File: src/pbd_pkg.sv
// Purpose: Shared constants and carrier types for the PCI BIOS space and main memory select decoder.
// Assumes: 32-bit PCI addresses, memory read and write commands only.
// Notes: Region bounds are byte addresses; masks compare the upper address bits.
package pbd_pkg;
  localparam logic [31:0] BIOS_LOW_BASE    = 32'h000e0000; // Lower 64 KB half, first megabyte.
  localparam logic [31:0] BIOS_TOP_BASE    = 32'h000f0000; // Upper 64 KB half, first megabyte.
  localparam logic [31:0] ALIAS4G_BASE     = 32'hfffe0000; // Alias at the top of 4 GB.
  localparam logic [31:0] ALIAS4GM1_BASE   = 32'hffee0000; // Alias at 4 GB minus 1 MB.
  localparam logic [31:0] ENL_BASE         = 32'hfff80000; // Enlarged region start.
  localparam logic [31:0] ENL_LAST         = 32'hfffdffff; // Enlarged region end.
  localparam int          HALF_SHIFT       = 16;           // 64 KB granularity.
  localparam int          REGION_SHIFT     = 17;           // 128 KB granularity.
  localparam int          UPPER_HALF_BIT   = 16;           // Selects the upper 64 KB half.
  localparam int          CLKDIV_TOPEN_BIT = 6;            // Upper half positive decode enable.
  localparam int          MCSCTL_GLOBAL_BIT = 4;           // Global main memory select enable.
  localparam int          UCSA_LOWEN_BIT   = 6;            // Lower half enable.
  localparam int          UCSA_ENLEN_BIT   = 7;            // Enlarged region enable.
  localparam int          NUM_RW_RANGES    = 14;           // Ranges with read and write enables.
  localparam logic [31:0] MB1              = 32'h00100000;
  localparam logic [31:0] KB512            = 32'h00080000;
  localparam logic [31:0] STEP_2MB         = 32'h00200000;
  localparam logic [7:0]  TOP_MAX_STEPS    = 8'h00 + 8'd255; // 255 steps reach 510 MB plus base.
  localparam logic [3:0]  CMD_MEM_READ     = 4'h6;
  localparam logic [3:0]  CMD_MEM_WRITE    = 4'h7;
  localparam logic [3:0]  CMD_MEM_RD_MULT  = 4'hc;
  localparam logic [3:0]  CMD_MEM_RD_LINE  = 4'he;
  localparam logic [3:0]  CMD_MEM_WR_INV   = 4'hf;

  // One read/write range of the main memory select map.
  typedef struct packed {
    logic [31:0] base;
    logic [31:0] last;
  } pbd_range_type;

  // Decode answer for one PCI address phase.
  typedef struct packed {
    logic       positive;
    logic       subtractive;
    logic       chipSelect;
    logic       forceLa20;
    logic       forceLaTop;
    logic       burstStop;
  } pbd_bios_type;
endpackage : pbd_pkg

File: src/pbd_decoder.sv
// Purpose: Classify PCI master memory cycles into BIOS decode and main memory select.
// Assumes: Address phase marked by frameStart with address and command valid in that cycle.
// Notes: BIOS decode results are registered and held until the next address phase; the main memory select lasts one clock.
// Operation
// Top 128 KB of first megabyte is BIOS; aliases at 4 GB and 4 GB-1 MB.
// BIOS split in 64 KB halves; upper always on, lower switchable with aliases.
// Enabled lower half is positively decoded and gives encoded BIOS chip select.
// Upper half positive only when clock divisor bit 6 set, else subtractive.
// Global memory select enable forces both halves and aliases subtractive.
// Forwarded alias at 4 GB minus 1 MB drives ISA LA20 high.
// Enabled 384 KB enlarged region is positive, forwarded and chip selected.
// Forwarded enlarged access drives ISA LA23 to LA20 all ones.
// Every positively decoded enabled BIOS cycle is passed to ISA.
// Burst reads from BIOS end with disconnect after first data phase.
// Upper half and aliases always give chip select; enable picks decode.
// Lower half disabled: subtractive without select; high aliases unclaimed.
// Enlarged region disabled: no decode of any kind, no chip select.
// Software must keep ISA memory off the aliased BIOS areas.
// Sixteen select ranges; fourteen read/write enabled, two single enable.
// Sixteenth range starts at 1 MB, top in 2 MB steps to 512 MB; the code's top is 1 MB plus the steps, at most 511 MB.
// Address in any enabled range asserts main memory select.
// Addresses inside the programmable hole never assert main memory select.
// Main memory select active one clock, from edge after frame start.
// Global enable also enables 0 to 512 KB for reads and writes.
// Decode uses address and command latched in memory address phases only.
module pbd_decoder
  import pbd_pkg::*;
#(
  parameter int RW_RANGES = NUM_RW_RANGES
) (
  input  wire logic                      clk,
  input  wire logic                      rst_n,
  input  wire logic                      frameStart,
  input  wire logic [31:0]               pciAddress,
  input  wire logic [3:0]                pciCommand,
  input  wire logic                      dataPhaseDone,
  input  wire logic [7:0]                isaClockDivisor,
  input  wire logic [7:0]                mainMemorySelectControl,
  input  wire logic [7:0]                utility_chip_select_enable_a,
  input  wire pbd_range_type [RW_RANGES-1:0] rwRange,
  input  wire logic [RW_RANGES-1:0]      rangeReadEnable,
  input  wire logic [RW_RANGES-1:0]      rangeWriteEnable,
  input  wire logic                      highRangeEnable,
  input  wire logic [7:0]                highRangeTopSteps,
  input  wire logic                      holeEnable,
  input  wire logic [31:0]               holeBase,
  input  wire logic [31:0]               holeLast,
  output logic                           biosPositive,
  output logic                           biosSubtractive,
  output logic                           encoded_bios_chip_select_n,
  output logic                           isaLa20High,
  output logic                           isaLaTopOnes,
  output logic                           targetDisconnect,
  output logic                           main_memory_select_n
);

  // Memory commands are the only ones the decoder looks at.
  // Configuration and I/O cycles share the address lines, so an I/O address
  // that happens to match a BIOS bound must never be claimed here.
  // The command set is a fixed list, which keeps the compare small.
  function automatic logic is_memory(input logic [3:0] cmd);
    is_memory = (cmd == CMD_MEM_READ) || (cmd == CMD_MEM_WRITE) ||
                (cmd == CMD_MEM_RD_MULT) || (cmd == CMD_MEM_RD_LINE) ||
                (cmd == CMD_MEM_WR_INV);
  endfunction

  function automatic logic is_read(input logic [3:0] cmd);
    is_read = (cmd == CMD_MEM_READ) || (cmd == CMD_MEM_RD_MULT) ||
              (cmd == CMD_MEM_RD_LINE);
  endfunction

  // Match a 128 KB aligned region.
  function automatic logic in_region(input logic [31:0] a, input logic [31:0] base);
    in_region = (a[31:REGION_SHIFT] == base[31:REGION_SHIFT]);
  endfunction

  typedef struct packed {
    pbd_bios_type bios;
    logic         memSelect;
    logic         burstRead;
  } pbd_state_type;

  pbd_state_type state;
  pbd_state_type next_state;

  logic              memCycle;
  logic              readCycle;
  logic              inFirstMeg;
  logic              in4g;
  logic              in4gm1;
  logic              inEnlarged;
  logic              upperHalf;
  logic              topPosEn;
  logic              lowEn;
  logic              enlEn;
  logic              globalEn;
  logic [RW_RANGES-1:0] rangeHit;
  logic              lowHit;
  logic              highHit;
  logic              holeHit;
  logic [31:0]       highTop;
  pbd_bios_type      bios;

  // Address classification is done on the address phase values only.
  assign memCycle   = frameStart && is_memory(pciCommand);
  assign readCycle  = is_read(pciCommand);
  assign inFirstMeg = in_region(pciAddress, BIOS_LOW_BASE);
  assign in4g       = in_region(pciAddress, ALIAS4G_BASE);
  assign in4gm1     = in_region(pciAddress, ALIAS4GM1_BASE);
  assign inEnlarged = (pciAddress >= ENL_BASE) && (pciAddress <= ENL_LAST);
  assign upperHalf  = pciAddress[UPPER_HALF_BIT];
  assign globalEn   = mainMemorySelectControl[MCSCTL_GLOBAL_BIT];
  assign topPosEn   = isaClockDivisor[CLKDIV_TOPEN_BIT] && !globalEn;
  assign lowEn      = utility_chip_select_enable_a[UCSA_LOWEN_BIT];
  assign enlEn      = utility_chip_select_enable_a[UCSA_ENLEN_BIT];

  // BIOS decode table: the alias regions differ only in LA20 handling and claiming.
  // The upper half is always claimed somehow, so it always gets a chip select.
  // The lower half follows its enable in all three places at once.
  // A disabled lower half is still forwarded in the first megabyte, but its
  // high aliases are left alone so another agent may answer there.
  // The global select enable only changes positive into subtractive decode;
  // it never removes a claim, which keeps the reset vector reachable.
  // The enlarged region is reachable only from the high aliases' neighbourhood.
  always_comb begin
    bios = '0;
    if (inFirstMeg || in4g || in4gm1) begin
      if (upperHalf) begin
        bios.chipSelect  = 1'b1;
        bios.positive    = topPosEn;
        bios.subtractive = !topPosEn;
      end else if (lowEn) begin
        bios.chipSelect  = 1'b1;
        bios.positive    = !globalEn;
        bios.subtractive = globalEn;
      end else begin
        bios.subtractive = inFirstMeg;
      end
      bios.forceLa20 = in4gm1 && (bios.positive || bios.subtractive);
    end else if (inEnlarged && enlEn) begin
      bios.chipSelect = 1'b1;
      bios.positive   = 1'b1;
      bios.forceLaTop = 1'b1;
    end
    bios.burstStop = bios.positive || bios.subtractive;
  end

  // Main memory select range matching; the hole overrides every range.
  // Each range compares the full address, which costs comparators but lets the
  // range table hold any granularity without extra mask logic.
  // Reads and writes pick their own enable, so a range can shadow one direction.
  // Limitation: overlapping ranges simply OR together.
  genvar gi;
  generate
    for (gi = 0; gi < RW_RANGES; gi++) begin : g_range
      assign rangeHit[gi] = (pciAddress >= rwRange[gi].base) &&
                            (pciAddress <= rwRange[gi].last) &&
                            (readCycle ? rangeReadEnable[gi] : rangeWriteEnable[gi]);
    end
  endgenerate

  // Top is 1 MB plus the programmed number of 2 MB steps, not capped; 255 steps give 511 MB.
  assign highTop = MB1 + STEP_2MB * 32'(highRangeTopSteps);
  assign lowHit  = globalEn && (pciAddress < KB512);
  assign highHit = highRangeEnable && (pciAddress >= MB1) && (pciAddress < highTop);
  assign holeHit = holeEnable && (pciAddress >= holeBase) && (pciAddress <= holeLast);

  // One state update per clock; select lasts one clock, BIOS answer held per cycle.
  // The select bit is cleared every clock so it can never stretch past one cycle.
  // A non-memory address phase clears the BIOS answer so a stale claim from the
  // previous cycle cannot leak into an I/O or configuration cycle.
  // Back to back memory frames simply overwrite the held answer.
  always_comb begin
    next_state = state;
    next_state.memSelect = 1'b0;
    if (memCycle) begin
      next_state.bios      = bios;
      next_state.burstRead = readCycle;
      next_state.memSelect = globalEn && !holeHit && (lowHit || highHit || |rangeHit);
    end else if (frameStart) begin
      next_state.bios = '0;
    end
  end

  always_ff @(posedge clk) begin
    if (!rst_n) begin
      state <= '0;
    end else begin
      state <= next_state;
    end
  end

  // Outputs come straight from the state flip-flops.
  // Only the disconnect is combinational, because it must answer in the very
  // data phase that completes; registering it would let a second phase slip in.
  // Active-low outputs are inverted here so the state stays active high.
  assign biosPositive               = state.bios.positive;
  assign biosSubtractive            = state.bios.subtractive;
  assign encoded_bios_chip_select_n = !state.bios.chipSelect;
  assign isaLa20High                = state.bios.forceLa20;
  assign isaLaTopOnes               = state.bios.forceLaTop;
  assign targetDisconnect           = state.bios.burstStop && state.burstRead && dataPhaseDone;
  assign main_memory_select_n       = !state.memSelect;

  a_select_one_clock : assert property (@(posedge clk) disable iff (!rst_n)
    !main_memory_select_n |=> !main_memory_select_n == 1'b0 || $past(memCycle))
    else $error("Main memory select held longer than one clock.");

  a_select_after_frame : assert property (@(posedge clk) disable iff (!rst_n)
    !main_memory_select_n |-> $past(memCycle))
    else $error("Main memory select without a memory address phase.");

  a_hole_blocks : assert property (@(posedge clk) disable iff (!rst_n)
    (memCycle && holeHit) |=> main_memory_select_n)
    else $error("Main memory select asserted inside the hole.");

  a_low_range_auto : assert property (@(posedge clk) disable iff (!rst_n)
    (memCycle && globalEn && !holeHit && pciAddress < KB512) |=> !main_memory_select_n)
    else $error("Low 512 KB not selected under global enable.");

  a_global_no_pos : assert property (@(posedge clk) disable iff (!rst_n)
    (memCycle && globalEn && !inEnlarged) |=> !biosPositive)
    else $error("BIOS halves positively decoded under global enable.");

  a_enl_disabled : assert property (@(posedge clk) disable iff (!rst_n)
    (memCycle && inEnlarged && !enlEn) |=> (!biosPositive && !biosSubtractive &&
      encoded_bios_chip_select_n))
    else $error("Disabled enlarged region was claimed.");

  a_alias_la20 : assert property (@(posedge clk) disable iff (!rst_n)
    (memCycle && in4gm1 && upperHalf) |=> isaLa20High)
    else $error("LA20 not forced for the 4 GB-1 MB alias.");

  a_upper_cs : assert property (@(posedge clk) disable iff (!rst_n)
    (memCycle && upperHalf && (inFirstMeg || in4g || in4gm1)) |=>
      (!encoded_bios_chip_select_n && (biosPositive != biosSubtractive)))
    else $error("Upper half lacks chip select or a single decode kind.");

  a_low_alias_off : assert property (@(posedge clk) disable iff (!rst_n)
    (memCycle && !upperHalf && !lowEn && (in4g || in4gm1)) |=>
      (!biosPositive && !biosSubtractive))
    else $error("Disabled lower half alias was claimed.");

  a_enl_top_ones : assert property (@(posedge clk) disable iff (!rst_n)
    (memCycle && inEnlarged && enlEn) |=> (isaLaTopOnes && biosPositive))
    else $error("Enlarged access not positively forwarded with top lines high.");

  // The checks below look at the registered answer one clock after each
  // address phase, except a_pos_has_cs, a_decode_exclusive and a_la_top_claimed,
  // which check it on every clock. They use the same classification terms as the
  // logic, so they guard the table and the timing rather than the address compares.
  // Every one of them is disabled while reset is held, since the state is
  // forced to zero then and no address phase is taken.
  // A failing check names the rule that it guards in the label's comment.

  // An enabled lower half in the first megabyte is claimed with chip select.
  a_low_pos_cs : assert property (@(posedge clk) disable iff (!rst_n)
    (memCycle && inFirstMeg && !upperHalf && lowEn && !globalEn) |=>
      (biosPositive && !encoded_bios_chip_select_n))
    else $error("Enabled lower half not positively decoded.");

  // The upper half follows its enable bit when the global enable is clear.
  a_top_pos_bit : assert property (@(posedge clk) disable iff (!rst_n)
    (memCycle && inFirstMeg && upperHalf && isaClockDivisor[CLKDIV_TOPEN_BIT] &&
      !globalEn) |=> biosPositive)
    else $error("Upper half not positive with its enable set.");

  // With its enable clear the upper half is forwarded subtractively.
  a_top_sub_bit : assert property (@(posedge clk) disable iff (!rst_n)
    (memCycle && inFirstMeg && upperHalf && !isaClockDivisor[CLKDIV_TOPEN_BIT]) |=>
      biosSubtractive)
    else $error("Upper half not subtractive with its enable clear.");

  // A disabled lower half is subtractive in the first megabyte, without select.
  a_low_first_sub : assert property (@(posedge clk) disable iff (!rst_n)
    (memCycle && inFirstMeg && !upperHalf && !lowEn) |=>
      (biosSubtractive && encoded_bios_chip_select_n))
    else $error("Disabled lower half not subtractive without select.");

  // Every positive BIOS claim carries the chip select to the ISA side.
  a_pos_has_cs : assert property (@(posedge clk) disable iff (!rst_n)
    biosPositive |-> !encoded_bios_chip_select_n)
    else $error("Positive BIOS decode without chip select.");

  // A cycle is never claimed both ways at once.
  a_decode_exclusive : assert property (@(posedge clk) disable iff (!rst_n)
    !(biosPositive && biosSubtractive))
    else $error("Positive and subtractive decode together.");

  // Non-memory address phases leave every decode output idle.
  a_non_memory_idle : assert property (@(posedge clk) disable iff (!rst_n)
    (frameStart && !memCycle) |=> (!biosPositive && !biosSubtractive &&
      encoded_bios_chip_select_n && main_memory_select_n))
    else $error("Non-memory cycle was decoded.");

  // The top address lines are forced only for a positive enlarged claim.
  a_la_top_claimed : assert property (@(posedge clk) disable iff (!rst_n)
    isaLaTopOnes |-> biosPositive)
    else $error("Top address lines forced without a claim.");

  // LA20 is forced only for the alias below the top of 4 GB.
  a_la20_alias_only : assert property (@(posedge clk) disable iff (!rst_n)
    (memCycle && !in4gm1) |=> !isaLa20High)
    else $error("LA20 forced outside the 4 GB-1 MB alias.");

  // The programmable high range selects main memory outside the hole.
  a_high_range_hit : assert property (@(posedge clk) disable iff (!rst_n)
    (memCycle && globalEn && !holeHit && highHit) |=> !main_memory_select_n)
    else $error("High range address not selected.");

  // Any enabled table range selects main memory outside the hole.
  a_table_range_hit : assert property (@(posedge clk) disable iff (!rst_n)
    (memCycle && globalEn && !holeHit && (|rangeHit)) |=> !main_memory_select_n)
    else $error("Enabled table range not selected.");

  // Without the global enable main memory is never selected.
  a_global_off : assert property (@(posedge clk) disable iff (!rst_n)
    (memCycle && !globalEn) |=> main_memory_select_n)
    else $error("Main memory selected with global enable clear.");

endmodule // pbd_decoder

File: config.mk
export PLATFORM = sky130hd
export DESIGN_NAME = pbd_decoder
export DESIGN_NICKNAME = d
export VERILOG_FILES = /design/src/pbd_pkg.sv /design/src/pbd_decoder.sv
export SDC_FILE = /design/constraint.sdc
export NUM_CORES = 1
export LEC_CHECK = 0
export ABC_AREA = 0
export BUFFER_PORTS_ARGS = -buffer_cell sky130_fd_sc_hd__buf_2
export CAP_MARGIN = 10
export CORE_AREA = 2 2 411 413
export DETAILED_ROUTE_END_ITERATION = 10
export DIE_AREA = 0 0 413 415
export PLACE_DENSITY = 0.31
export SYNTH_ARGS = -nofsm -noshare
export SYNTH_HDL_FRONTEND = slang
export SYNTH_SLANG_ARGS = --single-unit
File: constraint.sdc
create_clock -name clk -period 3.25 [get_ports clk]
set_input_delay 0 -clock clk [delete_from_list [all_inputs] [get_ports clk]]
set_output_delay 0 -clock clk [all_outputs]
set_load 0.05 [all_outputs]
==> metrics.cfg, run 1 <==
[power_and_ir_drop]
net-switching-power_mw = 2.732
combinationalPowerShare = 0.931
power.density_mw_per_mm2 = 140.7
switching_share = 0.5575
p_leak_nw = 21.15
p_total_mw = 4.900
worst_ir_drop_vdd_v = 0.0001347
clkPwrFrac = 0.048
power.share.sequential = 0.020
p_int_mw = 2.168

[timing]
worstMarginPinSlew_ns = 1.149
drv_slew = 0
min_period_ns = 3.169
rsz0062_at_grt = false
fmax_ghz = 0.3156
hold_ws_ns = 0.09448
fin_worst_skew_ns = 0
timing.setup.tns_ns = 0
fin_crit_sh = 0.9751
hold_viol_final = 0
max-slew-margin-rel = 0.2256
setup_viol = 0

[cts]
tritoncts = yes
cts-root-buf = clkbuf_16
numCtsBuffers = 3
cts_num_sinks = 8
clk_path_buf_depth = 2
cts_setup_buffers = 0
clk_latency_ns = 0.25
cts_max_level = 1
clkTransAtPathRegs_ns = 0.06

[logic_synthesis]
ys_ff_latch = 8
synth_seq_area_share = 0.006527
synth.area.top_cells = ha_1 49%, inv_1 15%, a21oi_1 6.6%
yosysWarnings = 0
yosysTopAreaCell = ha_1
ys.flop_type = dfxtp_1
synth.avg_cell_area_um2 = 7.162
synth_fp_nets = 5456
synthArstFlopShare = 0
synth_edf_count = 0
synth.most_common_cell = ha_1
netlist_area_mm2 = 0.02454
synth_common_cells = 968 x ha_1, 951 x inv_1, 325 x a21oi_1
synthCells = 3426
synth.distinct_cells = 67
synth_top_area_frac = 0.4936

[critical_path]
r2r-end = state[5]$_SDFFE_PN0P_
required_ns = 3.43
crit_type = in2reg
r2r_slack_ns = 2.56
arrival_ns = 3.35
path_max_fanout = 12
reg2reg_from = state[5]$_SDFFE_PN0P_
max_stage_delay_ns = 0.94
r2r_cells = 2
cp_slowest_cell = o31ai_2
crit_family = compound AO/OA/AOI/OAI gates
cp-end-kind = register
setup.worst_path.start_class = input port
path_cells = clkbuf_4, buf_12, ha_1, a21oi_1, o21ai_0, a211oi_1, o31ai_2, a31o_2, a21oi_2, o2111ai_1, nor4_1, buf_4, a41oi_1
critPathBufInv = 3

[layout]
fill_cells = 19150
final_area_mm2 = 0.03483
stdcell_count = 6940
fin_nets = 6737
syn2layout_area_growth_pct = 41.94
drive_gt1_frac = 0.2769

[place]
dp_cells = 6906
gp_congestion = 0.9282
port_buffers = 1048
hpwl_um = 165200
post_dp_cell_area_mm2 = 0.03464

[global_routing]
grt_pass1_wl_um = 237200
grt_use_total = 0.2004
grt_pass1_vias = 30010
grt_max_degree = 24
grt_overflow = 0
grt_antenna_before_repair = 95

[floorplan]
io_pins = 1069
die-area_mm2 = 0.1714
initial_core_util = 0.1472
die_w_um = 413
num_rows = 150
die_h_um = 415
coreArea_mm2 = 0.1667

[routing]
routedWlPerCell_um = 25.88
viasPerCell = 4.230
drt_iter0_drc = 1447
drc = 0
routed_wl_um = 179600
vias = 29360
ant_nets = 0
dr.pass1.iters = 6

[job]
cap_violations = 0

[status]
status = finished, final reports clean

[hold_path]
hold_depth = 4
hold_path.class = in2reg
whs_endpoint = biosPositive$_SDFFE_PN0P_
hold_start = mainMemorySelectControl[4]

layout make-up:
| class | instances | area, um^2 | area share |
|---|---|---|---|
| Clock buffer | 3 | 75.07 | 0.002155 |
| Antenna cell | 31 | 77.57 | 0.002227 |
| Timing Repair Buffer | 1278 | 7357 | 0.2112 |
| Inverter | 951 | 3570 | 0.1025 |
| Multi-Input combinational cell | 2465 | 20830 | 0.5981 |
| Tap cell | 2204 | 2758 | 0.07917 |
| Sequential cell | 8 | 160.2 | 0.004598 |
cells in the final DEF (no fill, tap or decap), drive strengths merged, types with 35 or more instances in the layout:
master,count
buf,1275
ha,968
inv,951
a21oi,325
nand2,174
nand4,160
o21ai,136
a21o,134
nor2,109
nand3,62
a211oi,52
nor2b,40
nor3,35
per-layer routing:
metal / vias up / share of wire / track usage
met5: - / 0.00085 / 0
met3: 186 / 0.042 / 0.02111
li1: 14600 / - / -
met4: 26 / 0.023 / 0.04055
met2: 869 / 0.49 / 0.3544
met1: 13680 / 0.45 / 0.2600
registers in the layout, indices dropped and copies added (netlist names):
signal,flops
isaLa20High,1
biosPositive,1
state,4
biosSubtractive,1
isaLaTopOnes,1
timing repair:
item,in CTS,in global routing
pin swaps,0,0
gates resized for setup,7,5
hold buffers,0,0
setup endpoints to repair,1,1
cloned,0,0
worst max path at each step:
stage / from / endpoint / slack, ns / depth (start not counted)
finish: pciAddress[9] / state[1]$_SDFF_PN0_ / 0.08 / 13
global route: pciAddress[26] / state[1]$_SDFF_PN0_ / 0.005 / 15
CTS: pciAddress[21] / state[1]$_SDFF_PN0_ / 0.001 / 14
detailed placement: pciAddress[21] / state[1]$_SDFF_PN0_ / -0.48 / 13
global placement: pciAddress[21] / state[1]$_SDFF_PN0_ / -0.57 / 13
floorplan: pciAddress[0] / state[1]$_SDFF_PN0_ / 0.57 / 11
tightest hold or removal path: stages:
cell and delay [ns]:
buf_2 0.10, nor2_1 0.07, nand2_1 0.07, a21oi_1 0.06
through the flow:
step,util,setup WS [ns]
finish,0.2090,0.08094
global route,0.2087,0.005153
CTS,0.2085,0.001160
detailed placement,0.2079,-0.4761
global placement,0.2079,-0.5725
floorplan,-,0.5660
power groups by stage:
stage / Clock (mW) / Combinational, mW / Sequential [mW]
floorplan: 0 / 2.06 / 0.101
global placement: 0 / 4.60 / 0.101
detailed placement: 0 / 4.60 / 0.101
CTS: 0.239 / 4.63 / 0.0991
global route: 0.248 / 5.10 / 0.0991
finish: 0.237 / 4.56 / 0.0991
kinds of logic after synthesis:
kind of cell | Yosys count | synth area share
muxes | 16 | 0.006731
AOI/OAI and AO/OA | 810 | 0.2060
DFF | 8 | 0.006526
buffers and inverters | 953 | 0.1461
and+or+nand+nor | 671 | 0.1410
adders and majority gates | 968 | 0.4936
Note: power is estimated with default switching activity, not from simulation.
==> inputs of run 2 (changes only) <==
--- a/config.mk
+++ b/config.mk
@@ -12,6 +12,7 @@
 export DETAILED_ROUTE_END_ITERATION = 10
 export DIE_AREA = 0 0 413 415
 export PLACE_DENSITY = 0.31
+export SETUP_SLACK_MARGIN = 0.3
 export SYNTH_ARGS = -nofsm -noshare
 export SYNTH_HDL_FRONTEND = slang
 export SYNTH_SLANG_ARGS = --single-unit
==> run 2 against run 1 <==
Effect of this change: sequential power barely moved; combinational power grew 1%; clock skew did not move; critical path depth grew 1; setup slack better by 0.25 ns; utilization rose by 0.13 points; via count grew 0.17%; cell area is 0.62% higher.
==> metrics.cfg, run 2 (synthesis gave the netlist of run 1 again) <==
[status]
status = finished, final reports clean

[routing]
viasPerCell = 4.235  ; +0.11%
vias = 29410  ; +0.17%
drt_iter0_drc = 1407  ; -2.8%
routed_wl_um = 179900  ; +0.14%
drc = 0  ; unchanged
routedWlPerCell_um = 25.90  ; about the same
ant_nets = 0  ; unchanged
dr.pass1.iters = 5  ; -1

[global_routing]
grt_pass1_wl_um = 237200  ; about the same
grt_max_degree = 24  ; unchanged
grt_overflow = 0  ; unchanged
grt_use_total = 0.2005  ; about the same
grt_antenna_before_repair = 96  ; +1.1%
grt_pass1_vias = 30060  ; +0.17%

[critical_path]
cp_slowest_cell = a31oi_2
critPathBufInv = 5  ; +2
reg2reg_from = state[5]$_SDFFE_PN0P_
setup.worst_path.start_class = input port
path_cells = buf_2, buf_12, ha_1, nand4_1, nor3_4, buf_4, o211ai_1, a31oi_2, nor4_2, buf_4, o221ai_2, nor4_2, buf_4, a41oi_1
crit_top_cell = buf_4
r2r-end = state[5]$_SDFFE_PN0P_
worstSetupPathDepth = 14  ; +1
r2r_cells = 2  ; unchanged
path_max_fanout = 17  ; +5
cp-startpoint = pciAddress[23]
crit_type = in2reg
max_stage_delay_ns = 0.52  ; -0.42 ns
arrival_ns = 3.09  ; -0.26 ns
cp-end-kind = register
r2r_slack_ns = 2.56  ; about the same
crit_family = compound AO/OA/AOI/OAI gates
cp-endpoint = state[1]$_SDFF_PN0_
required_ns = 3.43  ; about the same

[timing]
rsz0062_at_grt = false
setup_ws_ns = 0.3331  ; +0.2521 ns
min_period_ns = 2.917  ; -0.2521 ns
fin_crit_sh = 0.8975  ; -0.07758
hold_ws_ns = 0.09531  ; +0.0008344 ns
drv_slew = 0  ; unchanged
setup_viol = 0  ; unchanged
timing.setup.tns_ns = 0  ; unchanged
max-slew-margin-rel = 0.2529  ; +0.02724
worstMarginPinSlew_ns = 1.109  ; -0.04043 ns
hold_viol_final = 0  ; unchanged
fmax_ghz = 0.3428  ; +8.6%
fin_worst_skew_ns = 0  ; unchanged

[power_and_ir_drop]
p_total_mw = 4.938  ; +0.78%
worst_ir_drop_vdd_v = 0.0001306  ; -3.0%
power.density_mw_per_mm2 = 140.9  ; +0.15%
p_leak_nw = 21.21  ; +0.29%

[layout]
layout_common_cells = 1037 x buf_2, 967 x ha_1, 950 x inv_1
largest_register_ffs = 4  ; unchanged
fin_util = 0.2103  ; +0.001299
fill_cells = 19140  ; -0.042%
seqCellArea_um2 = 160.2  ; unchanged
fin_nets = 6737  ; unchanged
final_common_cell = buf_2
top_register = state
multiInputGateArea_mm2 = 0.02102  ; +0.91%
drive_gt1_frac = 0.2818  ; +0.004888
final_area_mm2 = 0.03505  ; +0.62%
syn2layout_area_growth_pct = 42.82
stdcell_count = 6944  ; +0.058%

[place]
pre_cts_slack_ns = -0.4761  ; unchanged
post_dp_cell_area_mm2 = 0.03464  ; unchanged
dp_cells = 6906  ; unchanged
port_buffers = 1048  ; unchanged
hpwl_um = 165200  ; unchanged
gp_congestion = 0.9282  ; unchanged

[cts]
clk_latency_ns = 0.25  ; about the same
cts_num_sinks = 8  ; unchanged
cts_setup_buffers = 0  ; unchanged
numCtsBuffers = 3  ; unchanged
clk_path_buf_depth = 2  ; unchanged
cts_max_level = 1  ; unchanged
tritoncts = yes
cts-root-buf = clkbuf_16
clkTransAtPathRegs_ns = 0.05  ; about the same

[floorplan]
coreArea_mm2 = 0.1667  ; unchanged
die_w_um = 413  ; unchanged
io_pins = 1069  ; unchanged
initial_core_util = 0.1472  ; unchanged
die-area_mm2 = 0.1714  ; unchanged
num_rows = 150  ; unchanged
die_h_um = 415  ; unchanged

[job]
cap_violations = 0  ; unchanged

[hold_path]
hold_path.class = in2reg

[run 2: power by group]
group	total [mW]	switching (mW)	leakage, nW	internal [mW]
combinational	4.61	2.68	21.1	1.92
clock	0.234	0.0728	0.0372	0.161
sequential	0.0991	0.000166	0.0645	0.0990
total	4.94	2.75	21.2	2.18
[run 2: tightest hold or removal path, stage by stage]
cell and delay [ns]:
buf_2 0.12, nand2b_1 0.11, a21oi_1 0.06
[run 2: final cells by class]
type                            instances  area share
Timing Repair Buffer                 1278      0.2104
Tap cell                             2204     0.07869
Multi-Input combinational cell       2465      0.5999
Antenna cell                           35    0.002499
Inverter                              951      0.1019
Sequential cell                         8    0.004570
Clock buffer                            3    0.002142
[run 2: worst min-delay path by stage]
stage | start | end | depth (start not counted)
3_5_place_dp | frameStart | isaLaTopOnes$_SDFFE_PN0P_ | 3
6_report | frameStart | isaLaTopOnes$_SDFFE_PN0P_ | 3
4_1_cts | mainMemorySelectControl[4] | biosPositive$_SDFFE_PN0P_ | 4
5_1_grt | mainMemorySelectControl[4] | biosPositive$_SDFFE_PN0P_ | 4
2_1_floorplan | mainMemorySelectControl[4] | biosPositive$_SDFFE_PN0P_ | 3
3_3_place_gp | frameStart | isaLaTopOnes$_SDFFE_PN0P_ | 3
[run 2: timing repair]
item	in CTS	in global routing
gates resized for setup	26	27
hold buffers	0	0
hold endpoints to repair	0	0
pin swaps	0	7
endpoints found under the setup margin	1	1
[run 2: per-layer routing]
layer	vias to the layer above	routed length, um	GRT usage
met5	-	166	0
met4	28	4440	0.04099
met3	194	8054	0.02103
met2	861	87230	0.3546
met1	13720	79970	0.2600
li1	14600	-	-
==> inputs of run 3 (changes only) <==
--- a/config.mk
+++ b/config.mk
@@ -9,10 +9,12 @@
 export BUFFER_PORTS_ARGS = -buffer_cell sky130_fd_sc_hd__buf_2
 export CAP_MARGIN = 10
 export CORE_AREA = 2 2 411 413
+export CTS_BUF_LIST = sky130_fd_sc_hd__clkbuf_4
 export DETAILED_ROUTE_END_ITERATION = 10
 export DIE_AREA = 0 0 413 415
 export PLACE_DENSITY = 0.31
 export SETUP_SLACK_MARGIN = 0.3
+export SLEW_MARGIN = 25
 export SYNTH_ARGS = -nofsm -noshare
 export SYNTH_HDL_FRONTEND = slang
 export SYNTH_SLANG_ARGS = --single-unit
==> constraint.sdc (replaced) <==
create_clock -name clk -period 2.97 [get_ports clk]
set_input_delay 0 -clock clk [delete_from_list [all_inputs] [get_ports clk]]
set_output_delay 0 -clock clk [all_outputs]
set_load 0.05 [all_outputs]
==> run 3 against run 2 <==
Effect of this change: combinational power is 16% higher; largest cell class unchanged; first-iteration DRC count grew 7.0%; clock power fell by 56%; clock skew is the same.
==> metrics.cfg, run 3 (synthesis gave the netlist of run 1 again) <==
[timing]
fin_crit_sh = 0.9014
setup_viol = 0  ; unchanged
hold_ws_ns = 0.02878  ; -0.06653 ns
setup_ws_ns = 0.2929  ; -0.04023 ns
fin_worst_skew_ns = 0  ; unchanged
max-slew-margin-rel = 0.3762  ; +0.1233
hold_viol_final = 0  ; unchanged
min_period_ns = 2.677
fmax_ghz = 0.3735
worstMarginPinSlew_ns = 0.9323  ; -0.1767 ns
timing.setup.tns_ns = 0  ; unchanged
rsz0062_at_grt = true
drv_slew = 0  ; unchanged

[job]
cap_violations = 0  ; unchanged

[global_routing]
grt_overflow = 0  ; unchanged
grt_pass1_vias = 30580  ; +1.7%
grt_pass1_wl_um = 239900  ; +1.1%
grt_use_total = 0.2019  ; +0.001392
grt_antenna_before_repair = 75  ; -22%
met3_usage = 0.02243  ; +0.001402
top_usage_layer = met2
grtUsageMet1 = 0.2697  ; +0.009715
use_met2 = 0.3518  ; -0.002806
grt_max_degree = 18  ; -25%

[power_and_ir_drop]
p_leak_nw = 21.91  ; +3.3%
power.density_mw_per_mm2 = 151.5  ; +7.5%
worst_ir_drop_vdd_v = 0.00005210  ; -60%
p_total_mw = 5.564  ; +13%

[floorplan]
initial_core_util = 0.1472  ; unchanged
coreArea_mm2 = 0.1667  ; unchanged
die_h_um = 415  ; unchanged
die-area_mm2 = 0.1714  ; unchanged
num_rows = 150  ; unchanged
io_pins = 1069  ; unchanged
die_w_um = 413  ; unchanged

[layout]
layout_common_cells = 1035 x buf_2, 954 x ha_1, 949 x inv_1
fin_util = 0.2204  ; +0.01008
stdcell_count = 7039  ; +1.4%
fin_nets = 6830  ; +1.4%
top_register = state
fill_cells = 19040  ; -0.53%
final_area_mm2 = 0.03673  ; +4.8%
largest_register_ffs = 4  ; unchanged
seqCellArea_um2 = 160.2  ; unchanged
multiInputGateArea_mm2 = 0.02149  ; +2.2%
drive_gt1_frac = 0.3066  ; +0.02476
syn2layout_area_growth_pct = 49.67
final_common_cell = buf_2

[status]
status = finished, final reports clean

[critical_path]
path_cells = buf_6, clkinvlp_4, buf_6, buf_12, ha_4, nor2b_1, o211ai_1, a2111o_1, o211ai_1, a211oi_2, a31oi_4, o211ai_1, nor4_4, buf_4, a41oi_2
critPathBufInv = 5  ; unchanged
crit_type = in2reg
crit_family = compound AO/OA/AOI/OAI gates
path_max_fanout = 5  ; -12
max_stage_delay_ns = 0.40  ; -0.12 ns
arrival_ns = 2.83  ; -0.26 ns
cp-end-kind = register
crit_top_cell = o211ai_1
required_ns = 3.13  ; -0.30 ns
setup.worst_path.start_class = input port
cp_slowest_cell = nor4_4

[cts]
tritoncts = yes
cts_max_level = 1  ; unchanged
cts_hold_buf = 0  ; unchanged
cts-root-buf = clkbuf_4
clkTransAtPathRegs_ns = 0.09  ; +0.04 ns
numCtsBuffers = 3  ; unchanged
cts_num_sinks = 8  ; unchanged
clk_latency_ns = 0.26  ; about the same
clk_path_buf_depth = 2  ; unchanged

[routing]
dr.pass1.iters = 8  ; +3
drt_iter0_drc = 1506  ; +7.0%
routedWlPerCell_um = 25.57  ; -1.3%
routed_wl_um = 180000  ; about the same
drc = 0  ; unchanged
vias = 29670  ; +0.90%
viasPerCell = 4.215  ; -0.46%
ant_nets = 0  ; unchanged

[place]
gp_congestion = 0.8827  ; -4.9%
post_dp_cell_area_mm2 = 0.03523  ; +1.7%
port_buffers = 1048  ; unchanged
pre_cts_slack_ns = -1.287  ; -0.8113 ns
dp_cells = 6949  ; +0.62%
hpwl_um = 164000  ; -0.72%

[hold_path]
hold_path.class = in2reg

==> run 3: cell count changes in the layout (fill, tap and decap cells not counted), sizes merged <==
cell and delta:
inv -2, clkinvlp +2, diode +2, buf +90, bufbuf +3
==> run 3: cell type report <==
class,instances,share of cell area
multi-input combinational,2465,0.5852
inverter,951,0.09740
antenna,37,0.002521
timing repair buffer,1371,0.2349
sequential,8,0.004361
tap,2204,0.07509
clock buffer,3,0.0006132
==> run 3: repair_timing <==
item | 4_1_cts | 5_1_grt
pin swaps | 58 | 21
gates resized for setup | 152 | 27
setup endpoints to repair | 1 | 1
hold endpoints to repair | 0 | 0
buffers inserted | 40 | 7
cloned | 3 | 0
==> run 3: routing by layer <==
metal | share of wire | up-vias
met5 | 0.0013 | -
met4 | 0.021 | 36
met3 | 0.044 | 166
met2 | 0.48 | 784
met1 | 0.46 | 13880
li1 | - | 14810
==> run 3: path summary, 6_finish.rpt <==
check,startpoint,to,slack [ns],depth (start not counted)
hold / removal,frameStart,isaLaTopOnes$_SDFFE_PN0P_,0.03,3
setup / recovery,pciAddress[0],state[1]$_SDFF_PN0_,0.29,15
setup reg to reg,state[5]$_SDFFE_PN0P_,state[5]$_SDFFE_PN0P_,2.30,2
hold reg to reg,isaLaTopOnes$_SDFFE_PN0P_,isaLaTopOnes$_SDFFE_PN0P_,0.48,2
==> run 3: worst register-to-register path, stage by stage, from the launching register on <==
cell      delay [ns]
dfxtp_1         0.32
a21boi_0        0.16
a21oi_1         0.09
==> run 3: report_power, final <==
part	switching, mW	internal [mW]	leakage [nW]	total, mW
combinational	3.03	2.32	21.8	5.35
clock	0.0565	0.0469	0.0140	0.103
sequential	0.000433	0.108	0.0645	0.108
total	3.08	2.48	21.9	5.56
